[src/sps_consts.vh]
// constants for the step profile sequencer: register map, field codes,
// reset values and timing figures
// assumes it is included by its bare name from each design file
`ifndef SPS_CONSTS_VH
`define SPS_CONSTS_VH

// register byte offsets, haddr[11:0]
`define SPS_OFS_SRC 12'h000
`define SPS_OFS_DIN 12'h004
`define SPS_OFS_OUT 12'h008
`define SPS_OFS_STAT 12'h010
`define SPS_OFS_ELAPSED 12'h014
`define SPS_BASE_WORD 12'h020
`define SPS_BASE_TIME 12'h040
`define SPS_BASE_SPEED 12'h060

// reset values and the elapsed count limit
`define SPS_WORD_RST 16'h00F1
`define SPS_TIME_RST 14'h012C
`define SPS_TIME_MAX 14'h3FFF

// selection codes
`define SPS_SRC_STEP 8'h06
`define SPS_DIN_SEQ_A 8'h17
`define SPS_DIN_SEQ_B 8'h18
`define SPS_OUT_SEQ 8'h0F

// condition codes for digits 0 and 1
`define SPS_C_IMM 4'h0
`define SPS_C_TIME 4'h1
`define SPS_C_A 4'h2
`define SPS_C_B 4'h3
`define SPS_C_NA 4'h4
`define SPS_C_NB 4'h5
`define SPS_C_AORB 4'h6
`define SPS_C_AANDB 4'h7
`define SPS_C_NONE 4'h8
`define SPS_C_ANB 4'h9
`define SPS_C_BNA 4'hA
`define SPS_C_TA 4'hB
`define SPS_C_TB 4'hC
`define SPS_C_TNA 4'hD
`define SPS_C_TNB 4'hE
`define SPS_C_NEVER 4'hF

// digit 2 end actions
`define SPS_J_NSTOP 4'h8
`define SPS_J_COAST 4'h9
`define SPS_J_FAULT 4'hA

// timing: one tenth of a second, in microseconds, at the clock rate
`define SPS_TICK_US 100000
`define SPS_CLK_MHZ 125

// sequencer states
`define SPS_ST_IDLE 2'h0
`define SPS_ST_RUN 2'h1
`define SPS_ST_DONE 2'h2

`endif

[src/sps_cond.v]
// condition decoder for one step-word digit (digit 0 or digit 1)
// assumes synchronised logic inputs and a time-done flag on the same clock
`timescale 1ns/100ps
`include "sps_consts.vh"

module sps_cond (
  // condition selection
  input wire [3:0] code,
  // qualifiers
  input wire time_done,
  input wire in_a,
  input wire in_b,
  // result
  output reg met
);

  // one decode per code; never-step gives no condition at all
  always @* begin
    case (code)
      `SPS_C_IMM: met = 1'b1;
      `SPS_C_TIME: met = time_done;
      `SPS_C_A: met = in_a;
      `SPS_C_B: met = in_b;
      `SPS_C_NA: met = ~in_a;
      `SPS_C_NB: met = ~in_b;
      `SPS_C_AORB: met = in_a | in_b;
      `SPS_C_AANDB: met = in_a & in_b;
      `SPS_C_NONE: met = ~(in_a | in_b);
      `SPS_C_ANB: met = in_a & ~in_b;
      `SPS_C_BNA: met = in_b & ~in_a;
      `SPS_C_TA: met = time_done & in_a;
      `SPS_C_TB: met = time_done & in_b;
      `SPS_C_TNA: met = time_done & ~in_a;
      `SPS_C_TNB: met = time_done & ~in_b;
      `SPS_C_NEVER: met = 1'b0;
      default: met = 1'b0;
    endcase
  end

endmodule // sps_cond

[src/sps_top.v]
// step profile sequencer: eight programmable steps, AHB-Lite register file
// assumes a single-slave AHB-Lite bus on hclk and pins from outside the domain
// Operation
// - runs only when speed source is code 6
// - starts on run command, always at step 0
// - leave step on time, input, or both
// - input codes 23/24 make inputs A/B
// - step time used only by codes 1,b,C,d,E
// - step n commands preset speed n
// - digit 0 met advances, 7 wraps to 0
// - digit 0 code 3 steps on input B
// - digit 1 met overrides, jumps to digit 2
// - digit 2 picks target step or end action
// - digit 3 picks ramp set and direction
// - output code 15 follows digit 3 state
// - one common sequencer output for all steps
// - digit 2: 0-7 step, 8 stop, 9 coast, A fault
// - codes 0 now, 1 timed, F never
// - step time 0.0-999.9 s, default 30.0
`timescale 1ns/100ps
`include "sps_consts.vh"

module sps_top #(
  parameter N_IN = 4,
  parameter TICK_W = 24,
  parameter TICK_CYCLES = `SPS_TICK_US * `SPS_CLK_MHZ
) (
  // clock and reset
  input wire hclk,
  input wire hresetn,
  // ahb-lite slave
  input wire hsel,
  input wire [31:0] haddr,
  input wire [1:0] htrans,
  input wire hwrite,
  input wire [2:0] hsize,
  input wire [31:0] hwdata,
  input wire hready,
  output wire hreadyout,
  output wire hresp,
  output reg [31:0] hrdata,
  // pins from the drive
  input wire run_cmd,
  input wire [N_IN-1:0] din,
  // speed ramp control
  output reg [15:0] speed_ref_q,
  output reg ramp2_q,
  output reg dir_rev_q,
  output reg dir_none_q,
  output reg seq_active_q,
  output reg end_normal_q,
  output reg end_coast_q,
  output reg end_fault_q,
  // relay and opto outputs
  output reg relay_out_q,
  output reg opto1_out_q,
  output reg opto2_out_q
);

  // the subtraction is 32 bits wide; cut it to the prescaler width on purpose
  localparam integer TICK_LAST_I = TICK_CYCLES - 1;
  localparam [TICK_W-1:0] TICK_LAST = TICK_LAST_I[TICK_W-1:0];

  // ****************************************************************
  // input synchronisers
  // ****************************************************************

  reg [N_IN:0] sync1_q;
  reg [N_IN:0] sync2_q;

  // run and digital inputs come from pins: two flops before any logic
  always @(posedge hclk or negedge hresetn) begin
    if (!hresetn) begin
      sync1_q <= {(N_IN+1){1'b0}};
      sync2_q <= {(N_IN+1){1'b0}};
    end else begin
      sync1_q <= {run_cmd, din};
      sync2_q <= sync1_q;
    end
  end

  wire run_s = sync2_q[N_IN];
  wire [N_IN-1:0] din_s = sync2_q[N_IN-1:0];

  // ****************************************************************
  // register file
  // ****************************************************************

  reg [7:0] speed_source_param_q;
  reg [31:0] input_select_params_q;
  reg [7:0] relay_select_param_q;
  reg [7:0] opto1_select_param_q;
  reg [7:0] opto2_select_param_q;
  reg [15:0] step_word_params_q [0:7];
  reg [13:0] step_time_params_q [0:7];
  reg [15:0] preset_speed_params_q [0:7];

  // ahb address phase capture
  reg wr_pend_q;
  reg rd_pend_q;
  reg [11:0] addr_q;
  wire take = hsel & htrans[1] & hready;
  integer i;

  // reads take one wait state so read data comes straight from a flop
  assign hreadyout = ~rd_pend_q;
  assign hresp = 1'b0;

  always @(posedge hclk or negedge hresetn) begin
    if (!hresetn) begin
      wr_pend_q <= 1'b0;
      rd_pend_q <= 1'b0;
      addr_q <= 12'h000;
    end else begin
      if (hready) begin
        wr_pend_q <= take & hwrite;
        rd_pend_q <= take & ~hwrite;
        addr_q <= {haddr[11:2], 2'b00};
      end else begin
        wr_pend_q <= 1'b0;
        rd_pend_q <= 1'b0;
      end
    end
  end

  wire [2:0] widx = addr_q[4:2];
  wire [11:0] wbase = {addr_q[11:5], 5'h00};

  // write data phase; unmapped offsets are ignored
  always @(posedge hclk or negedge hresetn) begin
    if (!hresetn) begin
      speed_source_param_q <= 8'h00;
      input_select_params_q <= 32'h00000000;
      relay_select_param_q <= 8'h00;
      opto1_select_param_q <= 8'h00;
      opto2_select_param_q <= 8'h00;
      for (i = 0; i < 8; i = i + 1) begin
        step_word_params_q[i] <= `SPS_WORD_RST;
        step_time_params_q[i] <= `SPS_TIME_RST;
        preset_speed_params_q[i] <= 16'h0000;
      end
    end else if (wr_pend_q) begin
      if (addr_q == `SPS_OFS_SRC) begin
        speed_source_param_q <= hwdata[7:0];
      end
      if (addr_q == `SPS_OFS_DIN) begin
        input_select_params_q <= hwdata;
      end
      if (addr_q == `SPS_OFS_OUT) begin
        relay_select_param_q <= hwdata[7:0];
        opto1_select_param_q <= hwdata[15:8];
        opto2_select_param_q <= hwdata[23:16];
      end
      // words hold all four digits as written
      if (wbase == `SPS_BASE_WORD) begin
        step_word_params_q[widx] <= hwdata[15:0];
      end
      // tenths of a second, clamped to the top of the range
      if (wbase == `SPS_BASE_TIME) begin
        if (hwdata[15:0] > 16'h270F) begin
          step_time_params_q[widx] <= 14'h270F;
        end else begin
          step_time_params_q[widx] <= hwdata[13:0];
        end
      end
      if (wbase == `SPS_BASE_SPEED) begin
        preset_speed_params_q[widx] <= hwdata[15:0];
      end
    end
  end

  // ****************************************************************
  // sequencer logic inputs
  // ****************************************************************

  reg seq_input_a;
  reg seq_input_b;
  integer k;

  // any digital input whose selection names input A or B drives it
  always @* begin
    seq_input_a = 1'b0;
    seq_input_b = 1'b0;
    for (k = 0; k < N_IN; k = k + 1) begin
      if (input_select_params_q[8*k +: 8] == `SPS_DIN_SEQ_A) begin
        seq_input_a = seq_input_a | din_s[k];
      end
      if (input_select_params_q[8*k +: 8] == `SPS_DIN_SEQ_B) begin
        seq_input_b = seq_input_b | din_s[k];
      end
    end
  end

  // ****************************************************************
  // step timer
  // ****************************************************************

  reg [1:0] state_q;
  reg [2:0] step_q;
  reg [TICK_W-1:0] pre_q;
  reg [13:0] elapsed_q;
  reg entry;

  wire [15:0] word = step_word_params_q[step_q];
  wire [3:0] dig0 = word[3:0];
  wire [3:0] dig1 = word[7:4];
  wire [3:0] dig2 = word[11:8];
  wire [3:0] dig3 = word[15:12];
  // only timed codes look at this flag, so the time acts only for them
  wire time_done = elapsed_q >= step_time_params_q[step_q];

  // counts tenths; cleared on every entry so a jump to itself retimes
  always @(posedge hclk or negedge hresetn) begin
    if (!hresetn) begin
      pre_q <= {TICK_W{1'b0}};
      elapsed_q <= 14'h0000;
    end else if (entry || state_q != `SPS_ST_RUN) begin
      pre_q <= {TICK_W{1'b0}};
      elapsed_q <= 14'h0000;
    end else if (pre_q == TICK_LAST) begin
      pre_q <= {TICK_W{1'b0}};
      if (elapsed_q != `SPS_TIME_MAX) begin
        elapsed_q <= elapsed_q + 14'h0001;
      end
    end else begin
      pre_q <= pre_q + {{(TICK_W-1){1'b0}}, 1'b1};
    end
  end

  // ****************************************************************
  // step conditions
  // ****************************************************************

  wire next_met;
  wire jump_met;

  // digit 0: logic for next step
  sps_cond u_next (
    .code(dig0),
    .time_done(time_done),
    .in_a(seq_input_a),
    .in_b(seq_input_b),
    .met(next_met)
  );

  // digit 1: logic for a jump
  sps_cond u_jump (
    .code(dig1),
    .time_done(time_done),
    .in_a(seq_input_a),
    .in_b(seq_input_b),
    .met(jump_met)
  );

  // ****************************************************************
  // sequencer state machine
  // ****************************************************************

  reg [1:0] state_d;
  reg [2:0] step_d;
  reg [2:0] end_d;
  wire mode_ok = speed_source_param_q == `SPS_SRC_STEP;

  // conditions are looked at on every clock while running
  always @* begin
    state_d = state_q;
    step_d = step_q;
    end_d = {end_fault_q, end_coast_q, end_normal_q};
    entry = 1'b0;
    case (state_q)
      `SPS_ST_IDLE: begin
        end_d = 3'b000;
        if (run_s && mode_ok) begin
          state_d = `SPS_ST_RUN;
          step_d = 3'h0;
          entry = 1'b1;
        end
      end
      `SPS_ST_RUN: begin
        if (!run_s || !mode_ok) begin
          state_d = `SPS_ST_IDLE;
          step_d = 3'h0;
        end else if (jump_met && dig1 != `SPS_C_NEVER) begin
          // jump wins over a met digit 0
          if (dig2 <= 4'h7) begin
            step_d = dig2[2:0];
            entry = 1'b1;
          end else if (dig2 == `SPS_J_NSTOP) begin
            state_d = `SPS_ST_DONE;
            end_d = 3'b001;
          end else if (dig2 == `SPS_J_COAST) begin
            state_d = `SPS_ST_DONE;
            end_d = 3'b010;
          end else if (dig2 == `SPS_J_FAULT) begin
            state_d = `SPS_ST_DONE;
            end_d = 3'b100;
          end
        end else if (next_met) begin
          step_d = step_q + 3'h1;
          entry = 1'b1;
        end
      end
      `SPS_ST_DONE: begin
        // ended programs wait for the run command to drop
        if (!run_s) begin
          state_d = `SPS_ST_IDLE;
          step_d = 3'h0;
        end
      end
      default: begin
        state_d = `SPS_ST_IDLE;
        step_d = 3'h0;
      end
    endcase
  end

  // ****************************************************************
  // step settings to the drive
  // ****************************************************************

  reg seq_out_d;
  reg ramp2_d;
  reg dir_rev_d;
  reg dir_none_d;

  // digit 3 codes: three directions per output state per ramp set
  always @* begin
    ramp2_d = dig3 >= 4'h6;
    seq_out_d = (dig3 >= 4'h3 && dig3 <= 4'h5) || (dig3 >= 4'h9 && dig3 <= 4'hB);
    dir_rev_d = dig3 == 4'h1 || dig3 == 4'h4 || dig3 == 4'h7 || dig3 == 4'hA;
    dir_none_d = dig3 == 4'h2 || dig3 == 4'h5 || dig3 == 4'h8 || dig3 == 4'hB;
    if (dig3 > 4'hB) begin
      ramp2_d = 1'b0;
      seq_out_d = 1'b0;
      dir_rev_d = 1'b0;
      dir_none_d = 1'b1;
    end
  end

  wire run_now = state_q == `SPS_ST_RUN;
  // a single sequencer output; every selected pin shows the same state
  wire seq_out = run_now & seq_out_d;

  // state and registered outputs
  always @(posedge hclk or negedge hresetn) begin
    if (!hresetn) begin
      state_q <= `SPS_ST_IDLE;
      step_q <= 3'h0;
      end_normal_q <= 1'b0;
      end_coast_q <= 1'b0;
      end_fault_q <= 1'b0;
      speed_ref_q <= 16'h0000;
      ramp2_q <= 1'b0;
      dir_rev_q <= 1'b0;
      dir_none_q <= 1'b1;
      seq_active_q <= 1'b0;
      relay_out_q <= 1'b0;
      opto1_out_q <= 1'b0;
      opto2_out_q <= 1'b0;
    end else begin
      state_q <= state_d;
      step_q <= step_d;
      end_normal_q <= end_d[0];
      end_coast_q <= end_d[1];
      end_fault_q <= end_d[2];
      seq_active_q <= run_now;
      speed_ref_q <= run_now ? preset_speed_params_q[step_q] : 16'h0000;
      ramp2_q <= run_now & ramp2_d;
      dir_rev_q <= run_now & dir_rev_d;
      dir_none_q <= ~run_now | dir_none_d;
      relay_out_q <= seq_out & (relay_select_param_q == `SPS_OUT_SEQ);
      opto1_out_q <= seq_out & (opto1_select_param_q == `SPS_OUT_SEQ);
      opto2_out_q <= seq_out & (opto2_select_param_q == `SPS_OUT_SEQ);
    end
  end

  // ****************************************************************
  // read data
  // ****************************************************************

  reg [31:0] rdata;

  // status gathers the live sequencer state for software
  always @* begin
    rdata = 32'h00000000;
    if (addr_q == `SPS_OFS_SRC) begin
      rdata = {24'h000000, speed_source_param_q};
    end
    if (addr_q == `SPS_OFS_DIN) begin
      rdata = input_select_params_q;
    end
    if (addr_q == `SPS_OFS_OUT) begin
      rdata = {8'h00, opto2_select_param_q, opto1_select_param_q, relay_select_param_q};
    end
    if (addr_q == `SPS_OFS_STAT) begin
      rdata = {18'h00000, end_fault_q, end_coast_q, end_normal_q, seq_input_b, seq_input_a,
               dir_none_q, dir_rev_q, ramp2_q, seq_out, state_q, step_q};
    end
    if (addr_q == `SPS_OFS_ELAPSED) begin
      rdata = {18'h00000, elapsed_q};
    end
    if (wbase == `SPS_BASE_WORD) begin
      rdata = {16'h0000, step_word_params_q[widx]};
    end
    if (wbase == `SPS_BASE_TIME) begin
      rdata = {18'h00000, step_time_params_q[widx]};
    end
    if (wbase == `SPS_BASE_SPEED) begin
      rdata = {16'h0000, preset_speed_params_q[widx]};
    end
  end

  // read data is loaded in the wait cycle and held until the next read
  always @(posedge hclk or negedge hresetn) begin
    if (!hresetn) begin
      hrdata <= 32'h00000000;
    end else if (rd_pend_q) begin
      hrdata <= rdata;
    end
  end

endmodule // sps_top

[config.mk]
export PLATFORM = sky130hd
export DESIGN_NAME = sps_top
export DESIGN_NICKNAME = d
export VERILOG_FILES = /design/src/sps_cond.v /design/src/sps_top.v
export VERILOG_INCLUDE_DIRS = /design/src
export SDC_FILE = /design/constraint.sdc
export NUM_CORES = 1
export LEC_CHECK = 0
export ABC_AREA = 1
export CAP_MARGIN = 20
export CORE_ASPECT_RATIO = 0.6
export CORE_MARGIN = 3
export CORE_UTILIZATION = 40
export CTS_CLUSTER_DIAMETER = 120
export DETAILED_ROUTE_END_ITERATION = 6
export DONT_BUFFER_PORTS = 1
export GPL_ROUTABILITY_DRIVEN = 0
export HOLD_SLACK_MARGIN = 0.12
export PLACE_DENSITY = 0.56
export RECOVER_POWER = 50
export SETUP_SLACK_MARGIN = 0.05
export SLEW_MARGIN = 20
export SYNTH_ARGS = -nofsm -noshare
export SYNTH_HDL_FRONTEND = slang
export SYNTH_SLANG_ARGS = --single-unit
[constraint.sdc]
create_clock -name hclk -period 3.51 [get_ports hclk]
set_input_delay 0.702 -clock hclk [delete_from_list [all_inputs] [get_ports hclk]]
set_output_delay 0.702 -clock hclk [all_outputs]
set_load 0.005 [all_outputs]
# After elaboration in Yosys (flattened, before gate mapping)
# Index checks and enable logic that the tools add are counted.
[classes] n_addsub=3 order_cmp=12 n_eq_ne=77 muxes=85 n_bitwise=36 reduce_logical=33
[ops] op="$bwmux 128" count=2
[ops] op="$mux 32" count=7
[ops] op="$bmux 16 s3" count=4
[ops] op="$mux 16" count=10
[ops] op="$bwmux 112" count=1
[ops] op="$mux 112" count=1
[ops] op="$mux 14" count=8
[ops] op="$eq 4x4->1 const B" count=22
[ops] op="$bmux 14 s3" count=2
[ops] op="$eq 8x5->1 const B" count=8
[ops] op="$or 64x64->64" count=1
[ops] op="$and 48x48->48" count=1
[ops] op="$demux 16 s3" count=1
[ops] op="$mux 24" count=2
[ops] op="$not 48->48" count=1
[ops] op="$eq 4x3->1 const B" count=11
[ops] op="$demux 14 s3" count=1
[ops] op="$mux 3" count=12
[ops] op="$pmux 1 s16" count=2
[ops] op="$add 24x1->24 const B" count=1
[ops] op="$eq 24x24->1 const B" count=1
[ops] op="$eq 8x4->1 const B" count=3
[ops] op="$eq 10x3->1 const B" count=2
[ops] op="$eq 4x2->1 const B" count=5
[ops] op="50 further kinds" count=137
[word_totals] register_bits=555 input_bits=79 elab_cells=296

# Logic depth before layout (Yosys ltp)
# Gate-level depths: netlist of run 1.
[depth] ltp_word=18 mapped_depth=33 mapped_depth_nobuf=26

# Hierarchy
# From an unflattened synthesis of run 1, not the netlist that was laid out.
[unflattened] cells_unflattened=3771 hier_area_um2=29305.6
[by_module_without_submodules] module="sps_top" instances=1 cells_per_inst=3677 area_each_um2=28917.7 seq_area_each_um2=13979.7
[by_module_without_submodules] module="sps_cond" instances=2 cells_per_inst=47 area_each_um2=193.9 seq_area_each_um2=0.0

# Least setup slack after synthesis of run 1
# OpenSTA, ideal clock, no wires.
[synth_timing] path_kind="reg2reg" from="register step_q[0]" to="register pre_q[12]" setup_ns=0.138 arrival_ns=3.718 setup_slack_ns=-0.346 stages_incl_launch_ff=31 period_less_slack_ns=3.856 cell_sequence="dfrtp_1 buf_6 buf_4 buf_4 clkbuf_1 clkbuf_1 clkbuf_1 a21oi_1 o21ai_0 nand2_1 nor2_1 a31oi_1 ha_1 o21ai_0 nand2_1 nand2_1 nand2_1 nand2_1 nand2_1 nand2_1 inv_1 nand2_2 nand3_2 nor2_2 nand2_2 nand2_2 nand2_1 o21ai_2 buf_6 buf_12 nor2_4"
[synth_via] elab_chain_cells=13 word_cells_on_any_way=56
[synth_rtl] item="start: declaration" line_no="sps_top.v:199" source="reg [2:0] step_q;"
[synth_rtl] item="start signal: assignment" line_no="sps_top.v:362" source="step_q <= step_d;"
[synth_rtl] item="$not 3->4 (implied by the code) *" line_no="sps_top.v:204, sps_top.v:210"
[synth_rtl] item="$bmux 14 s3" line_no="sps_top.v:210" source="wire time_done = elapsed_q >= step_time_params_q[step_q];"
[synth_rtl] item="$mux 14 (implied by the code) (2 in series)" line_no="sps_top.v:210"
[synth_rtl] item="$ge 14x14->1" line_no="sps_top.v:210"
[synth_rtl] item="$and 1x1->1, on equally long branches"
[synth_rtl] item="$pmux 1 s16" line_no="sps_cond.v:19" source="case (code)"
[synth_rtl] item="$mux 1 or $logic_and 1x1->1 (tied branches)"
[synth_rtl] item="$mux 1 *" line_no="sps_top.v:283" source="end else if (jump_met && dig1 != `SPS_C_NEVER) begin"
[synth_rtl] item="$mux 1 *" line_no="sps_top.v:280" source="if (!run_s || !mode_ok) begin"
[synth_rtl] item="$pmux 1 s2 *" line_no="sps_top.v:270" source="case (state_q)"
[synth_rtl] item="$logic_or 1x1->1 (no line) *"
[synth_rtl] item="$mux 24 *" line_no="sps_top.v:217" source="end else if (entry || state_q != `SPS_ST_RUN) begin"
[synth_rtl] item="end signal: assignment" line_no="sps_top.v:215" source="pre_q <= {TICK_W{1'b0}};"
[synth_rtl] item="end signal: assignment" line_no="sps_top.v:218" source="pre_q <= {TICK_W{1'b0}};"
[synth_rtl] item="end signal: assignment" line_no="sps_top.v:221" source="pre_q <= {TICK_W{1'b0}};"
[synth_rtl] item="end: declaration" line_no="sps_top.v:200" source="reg [TICK_W-1:0] pre_q;"
# Mark *: on every way between the ends. The rest lies on a longest branch, timed or not. The select of a mux whose other input is x is not followed.
# A chain may end at the register's enable or synchronous reset.

# Worst setup path in the final report of run 1
[layout_timing] from="register step_q[1]" to="register pre_q[12]"
# Same word-level chain as after synthesis.

==> metrics.txt, run 1 <==
critical path data arrival time 3.95 ns; clk buf depth 3; final design instance area without fill 0.03307 mm2; Root Buffer clkbuf_16; WS Path Type register to register; Routed Antenna Nets 0; Post-Synthesis Cells 3,788; share of layout cells above drive strength 1 11.92%; core box area 0.07208 mm2; CP peak stage delay 0.54 ns; final setup TNS 0 ns; Buffers on Ports 0; Power Total 14.03 mW; I/O Pins 139; Row Count 76; Place WS -0.06745 ns; GRT Residual Overflow 0; DIE AREA 0.07658 mm2; status complete, but fails checks; Mapped Nets 3,884; Reg-to-Reg End pre_q[12]; top post-synthesis cells by area dfrtp_1 41%, o21ai_0 11%, nand2_1 10%; syn_area_per_cell 7.729 um2; Seq/Total Area, Yosys 47.75%; worst clock skew 0.05540 ns; fin crit share 98.81%; CP required 3.99 ns; drc violations 0; initial DRC count 3,147; FF-to-FF path depth 27; final hold violations 120; hold_ws -0.2471 ns; RSZ-0062 raised after global routing true; Skew-Pair Late Insertion Delay 0.66 ns; leakage power 16.75 nW; CTS buffer count 56; reg2reg start step_q[1]; Mapped Area 0.02928 mm2; largest area contributor in the netlist dfrtp_1; Die Span X 355.3 um; CP Launch Type register; CTS Hold Buffers Added 7; largest net degree at the start of global routing 556; Layout area overhead 12.96%; Pre-antenna DRT Iters 6; Syn. warnings 0; Clock Sinks 555; Reg clk slew, reported paths 0.07 ns; ant diodes 0; HP Class input port to asynchronous set/reset pin; starting density of the core 40.62%; vias per cell 5.620; Final Max Tran Viols 377; Yosys top cell area share 41.20%; Seq cells post-synth 555; Yosys cell types 56; final setup fails 0; CTS tree yes; DR WL/cell 21.83 um; CTS H-tree lvls 2; DR vias 26,730; # Max-Cap Violations 0; first-pass GRT wire length 157.1 mm; aggregate global-route resource usage 26.69%; Worst setup EP type register; Tmin final 3.468 ns; Critical Path Start step_q[1]; DP HPWL 67.65 mm; worst slew pin tran 2.076 ns; Fillers 7,306; Max IR drop VDD 0.0003806 V; initial antenna violation count 0; r2r setup slk 0.04 ns; Relative slew margins -38.42%; pwr/cell area 424.3 mW/mm2; Worst Slack Setup Final 0.04173 ns; Worst path most repeated cell nand2_1; f_max 0.2883 GHz; vias in the first global route 24,330; Final #Nets 3,832; failing checks hold timing, slew limit; die height 215.6 um; slowest cell on the critical path dfrtp_4; final WL 103.8 mm; DP Area 0.03062 mm2; worst-path fanout max 15
per-stage QoR:
stage          instances  util (%)
6_report            4757     45.88
2_1_floorplan       3788         -
3_3_place_gp        4638     42.49
4_1_cts             4751     45.38
5_1_grt             4757     45.88
3_5_place_dp        4638     42.49
registers in the layout, summed over array words and instances, names as in the netlist, 10 cells and up:
register	cells
speed_ref_q	16
step_word_params_q	128
input_select_params_q	32
preset_speed_params_q	128
hrdata	32
elapsed_q	14
addr_q	10
pre_q	24
step_time_params_q	112
power breakdown:
part	leakage (nW)	switching [mW]	total [mW]	internal, mW
combinational	10.0	0.637	0.891	0.254
clock	0.958	2.79	6.51	3.72
sequential	5.77	0.106	6.63	6.52
critical path, delay by kind of cell, from the launching register on:
| family | cells | cell delay (ns) |
|---|---|---|
| AOI/OAI and AO/OA | 3 | 0.40 |
| adders and majority gates | 1 | 0.30 |
| buffers and inverters | 5 | 0.71 |
| DFF | 1 | 0.54 |
| and+or+nand+nor | 18 | 1.32 |
kinds of logic (layout without fill, tap and decap cells):
| family | count (synthesis) | after routing | synth area share [%] |
|---|---|---|---|
| adder cells (fa/ha/maj) | 17 | 17 | 0.7265 |
| multiplexers | 7 | 7 | 0.2650 |
| AND/OR/NAND/NOR | 1316 | 1316 | 19.04 |
| other | 1 | 1 | 0.01281 |
| XOR/XNOR | 21 | 21 | 0.6282 |
| flip-flops | 555 | 555 | 47.75 |
| AO/OA/AOI/OAI | 1171 | 1171 | 22.21 |
| buffers and inverters | 700 | 694 | 9.368 |
layer usage:
layer  track usage, %  share of wire, %
met1            42.44                49
met4            6.842               2.3
met3            6.733                10
met2            35.24                39
met5                0                 0
cells in the final DEF, fill, tap and decap left out, types with 5 or more instances in the layout:
cell type | synthesis | routed
bufinv_16 | 0 | 8
o211ai_1 | 27 | 27
buf_6 | 5 | 7
ha_1 | 17 | 13
o21ai_1 | 16 | 36
clkinv_1 | 8 | 8
o22ai_1 | 75 | 75
nand4_1 | 21 | 21
buf_12 | 2 | 14
nor2_4 | 20 | 23
nor2_1 | 201 | 178
o2111ai_1 | 43 | 43
inv_2 | 11 | 13
nor3_1 | 33 | 29
buf_4 | 6 | 116
o21ai_0 | 658 | 637
dfrtp_1 | 482 | 477
clkbuf_16 | 0 | 58
a22o_1 | 5 | 5
a221oi_1 | 11 | 11
clkbuf_8 | 0 | 9
nand2_1 | 796 | 773
a21oi_2 | 0 | 11
nand2_2 | 6 | 26
nand3_2 | 4 | 5
a31oi_1 | 44 | 44
dfstp_2 | 73 | 73
nor3_2 | 2 | 6
clkinv_2 | 0 | 15
mux2_2 | 6 | 6
clkbuf_1 | 206 | 9
nand3_1 | 215 | 214
o221ai_1 | 36 | 36
inv_1 | 420 | 415
dlygate4sd3_1 | 0 | 7
xor2_1 | 19 | 19
a21oi_1 | 237 | 226
nor2_2 | 5 | 25
how the worst max path moves through the flow:
stage | endpoint | slack [ns] | cells past startpoint
global placement | pre_q[12] | -0.04 | 24
floorplan | pre_q[12] | 0.02 | 28
detailed placement | pre_q[12] | -0.07 | 24
global route | pre_q[12] | -0.14 | 25
finish | pre_q[12] | 0.04 | 27
CTS | pre_q[12] | 0.05 | 25
cell usage after synthesis (all sizes together):
cell type	number
ha	17
inv	432
a211oi	2
a311oi	4
o22ai	75
nand4	21
mux2	6
o2111ai	43
o211ai	27
o311ai	2
a31o	1
mux2i	1
and2	1
nand3	219
a41o	1
nor2	226
a22oi	2
a21o	2
a21oi	237
or2	3
a31oi	44
dfrtp	482
buf	54
nand2	803
conb	1
nor4	5
o22a	1
a22o	5
o221ai	36
clkinv	8
dfstp	73
o2111a	2
nor3	36
clkbuf	206
xor2	19
xnor2	2
a221oi	11
o31ai	1
nand3b	2
o21ai	675
layout make-up:
class,count,area [um2],share of cell area [%]
inverter,440,1672,5.054
clock inverter,30,392.9,1.188
timing repair buffer,150,1410,4.264
sequential,555,13990,42.30
tap,975,1220,3.689
multi-input combinational,2533,12830,38.79
clock buffer,74,1559,4.714
what timing repair did:
action,4_1_cts,5_1_grt
endpoints found under the setup margin,41,48
cloned,0,2
pin swaps,1,32
buffers inserted,2,4
hold endpoints to repair,565,526
resized for setup,11,92
(Power assumes the default switching activity.)
==> run 2: changes to the inputs <==
CELL_PAD_IN_SITES_DETAIL_PLACEMENT = 2   (was default)
CELL_PAD_IN_SITES_GLOBAL_PLACEMENT = 2   (was default)
CORE_UTILIZATION = 35   (was 40)
CTS_CLUSTER_SIZE = 40   (was default)
PLACE_DENSITY = 0.77   (was 0.56)
==> run 2 against run 1 <==
The flow finishes with violations (hold timing, slew limit, setup timing). Sequential power barely moved. Sequential share of layout area grew 1.1 points. Worst hold slack better by 0.014 ns. Clock skew decreased by 0.014 ns. First-iteration DRC count decreased by 12%. Sequential cell count unchanged. Fmax shrank 3.2%. Wire length increased by 22%. Count of clock-buffer cells in the layout is 46 lower. Combinational power increased by 9.1%. Final cell count rose by 1.5%. Critical path type unchanged.
==> metrics.txt, run 2 (synthesized netlist as in run 1, its figures left out) <==
core box area 0.08219 mm2 (+14%); Routed Antenna Nets 0 (unchanged); commonest non-fill, non-tap cells in the layout 761 x nand2_1, 630 x o21ai_0, 477 x dfrtp_1, 413 x inv_1, 221 x a21oi_1; Sequential cell area 0.01399 mm2 (unchanged); die height 230.0 um (+6.7%); Pint 7.810 mW (-26%); Sw Ratio 28.24% (+3.0 points); Max IR drop VDD 0.0003547 V (-6.8%); grt met1 use 44.89% (+2.4 points); share of layout cells above drive strength 1 10.73% (-1.2 points); Worst setup EP type register; largest net degree at the start of global routing 556 (unchanged); grt met3 use 3.631% (-3.1 points); f_max 0.2790 GHz (-3.2%); I/O Pins 139 (unchanged); worst slew pin tran 3.779 ns (+1.702 ns); starting density of the core 35.62% (-5.0 points); slowest cell on the critical path dfrtp_4; Tmin final 3.585 ns (+0.1163 ns); vias in the first global route 29,170 (+20%); Reg clk slew, reported paths 0.17 ns (+0.10 ns); Final #Nets 3,793 (-1.0%); final hold violations 84 (-30%); Fillers 9,413 (+29%); CP required 4.00 ns (about the same); Power Total 10.88 mW (-22%); pwr/cell area 337.9 mW/mm2 (-20%); HP Class input port to asynchronous set/reset pin; CP peak stage delay 0.56 ns (+0.02 ns); Worst path most repeated cell nand2_2; Gate power share 8.9% (+2.5 points); Critical Path Start step_q[0]; CP top delay family simple AND/OR/NAND/NOR gates; initial DRC count 2,775 (-12%); Root Buffer clkbuf_16; final WL 127.1 mm (+22%); CTS H-tree lvls 1 (-1); DR vias 28,060 (+5.0%); P_sw 3.073 mW (-13%); DIE AREA 0.08727 mm2 (+14%); CP Launch Type register; first-pass GRT wire length 191.1 mm (+22%); status complete, but fails checks; Relative slew margins -151.9% (-110 points); GR peak layer met1; Row Count 81 (+6.6%); initial antenna violation count 2 (+2); commonest non-fill, non-tap cell in the layout nand2_1; Buffers on Ports 0 (unchanged); RSZ-0062 raised after global routing true; final setup fails 36 (+36); fin crit share 102.1% (+3.3 points); final design instance area without fill 0.03221 mm2 (-2.6%); drc violations 0 (unchanged); Layout area overhead 10.00%; worst clock skew 0.04112 ns (-0.01428 ns); aggregate global-route resource usage 28.51% (+1.8 points); Final Max Tran Viols 408 (+8.2%); clk buf depth 3 (unchanged); register share of total power 61.0% (+14 points); Worst Slack Setup Final -0.07458 ns (-0.1163 ns); CTS Hold Buffers Added 6 (-1); leakage power 16.16 nW (-3.5%); failing checks hold timing, slew limit, setup timing; hold_ws -0.2336 ns (+0.01351 ns); Skew-Pair Late Insertion Delay 0.64 ns (-0.02 ns); GRT Residual Overflow 0 (unchanged); critical path data arrival time 4.08 ns (+0.13 ns); top flop regs preset_speed_params_q (128), step_word_params_q (128), step_time_params_q (112); Multi-input gate area 0.01297 mm2 (+1.2%); Pre-antenna DRT Iters 5 (-1); reg2reg start step_q[0]; worst-path fanout max 11 (-4); CTS buffer count 18 (-68%); clock share of power 30.1% (-16 points); Die Span X 379.4 um (+6.8%); crit path buf inv count 5 (unchanged); met2 usage 42.15% (+6.9 points); vias per cell 5.810 (+3.4%); WS Path Type register to register; DP Area 0.03071 mm2 (+0.28%); # Max-Cap Violations 0 (unchanged); number of non-filler instances in the completed layout 4,830 (+1.5%); Clock Sinks 555 (unchanged); DR WL/cell 26.31 um (+21%); CTS tree yes; post-placement cell count 4,766 (+2.8%); DP HPWL 84.62 mm (+25%)
==> run 2: cell count changes in the layout (fill, tap and decap cells not counted), moves of 9 or more <==
cell,delta
clkinv_2,-14
nand2_1,-12
clkbuf_8,-9
buf_4,-13
clkbuf_16,-34
nand2_2,+11
==> run 2: worst paths after layout <==
path / end / slack, ns / depth (start not counted)
worst min-delay path: step_time_params_q[74] / -0.23 / 0
worst max-delay path: pre_q[12] / -0.07 / 25
min in group hclk: addr_q[6] / 0.16 / 1
worst min register to register: sync2_q[4] / 0.37 / 0
worst max register to register: pre_q[12] / -0.07 / 25
max in group asynchronous: step_q[2] / 0.56 / 0
==> run 2: cell type report <==
| type | count | area share (%) |
|---|---|---|
| tap | 1120 | 4.351 |
| timing repair buffer | 148 | 4.942 |
| timing repair inverter | 1 | 0.02720 |
| inverter | 440 | 5.206 |
| multi-input combinational | 2533 | 40.29 |
| clock buffer | 28 | 1.515 |
| sequential | 555 | 43.44 |
| clock inverter | 4 | 0.2214 |
| antenna | 1 | 0.007770 |
==> run 2: worst register-to-register path, stage by stage (launching register included) <==
cell	delay (ns)
dfrtp_4	0.56
buf_6	0.15
inv_12	0.10
buf_12	0.14
a21oi_1	0.05
o21ai_0	0.12
nand3_1	0.15
nand2_2	0.12
ha_4	0.22
a21o_1	0.19
nor2_2	0.14
nand2_2	0.10
nand2_4	0.09
nand2_8	0.09
nand2_2	0.09
nand2_2	0.06
nor2_2	0.10
nor2_2	0.06
nand2_2	0.13
nand2_2	0.08
nand2_2	0.09
nand2_2	0.07
o21ai_4	0.19
buf_12	0.16
buf_12	0.15
nor2_4	0.04
==> run 2: routing by layer <==
layer / routed length (um) / up-vias
li1: - / 12420
met1: 63310 / 14790
met2: 54700 / 742
met3: 7079 / 108
met4: 1983 / 2
met5: 12 / -
==> run 2: power by group through the flow <==
stage	clock network, mW	registers [mW]	logic, mW
final	3.27	6.64	0.972
after floorplan	0	6.70	0.576
after detailed placement	0	6.75	0.932
after CTS	3.37	6.64	0.944
after global placement	0	6.75	0.905
after global routing	3.57	6.65	1.05
==> run 2: what timing repair did <==
item,CTS,global route
endpoints found under the hold margin,532,513
pin swaps,13,37
cloned,5,6
setup buffers,10,5
resized for setup,42,98
endpoints found under the setup margin,44,50
==> run 2: through the flow <==
stage	worst slack, ns	hold slack, ns	util [%]	setup TNS (ns)
2_1_floorplan	0.02283	0.3312	-	0
4_1_cts	0.03607	-0.2412	38.57	0
5_1_grt	-0.2728	-0.2848	39.18	-9.324
3_5_place_dp	-0.09356	0.3370	37.36	-2.633
3_3_place_gp	0.02057	0.3341	37.36	0
6_report	-0.07458	-0.2336	39.18	-1.417
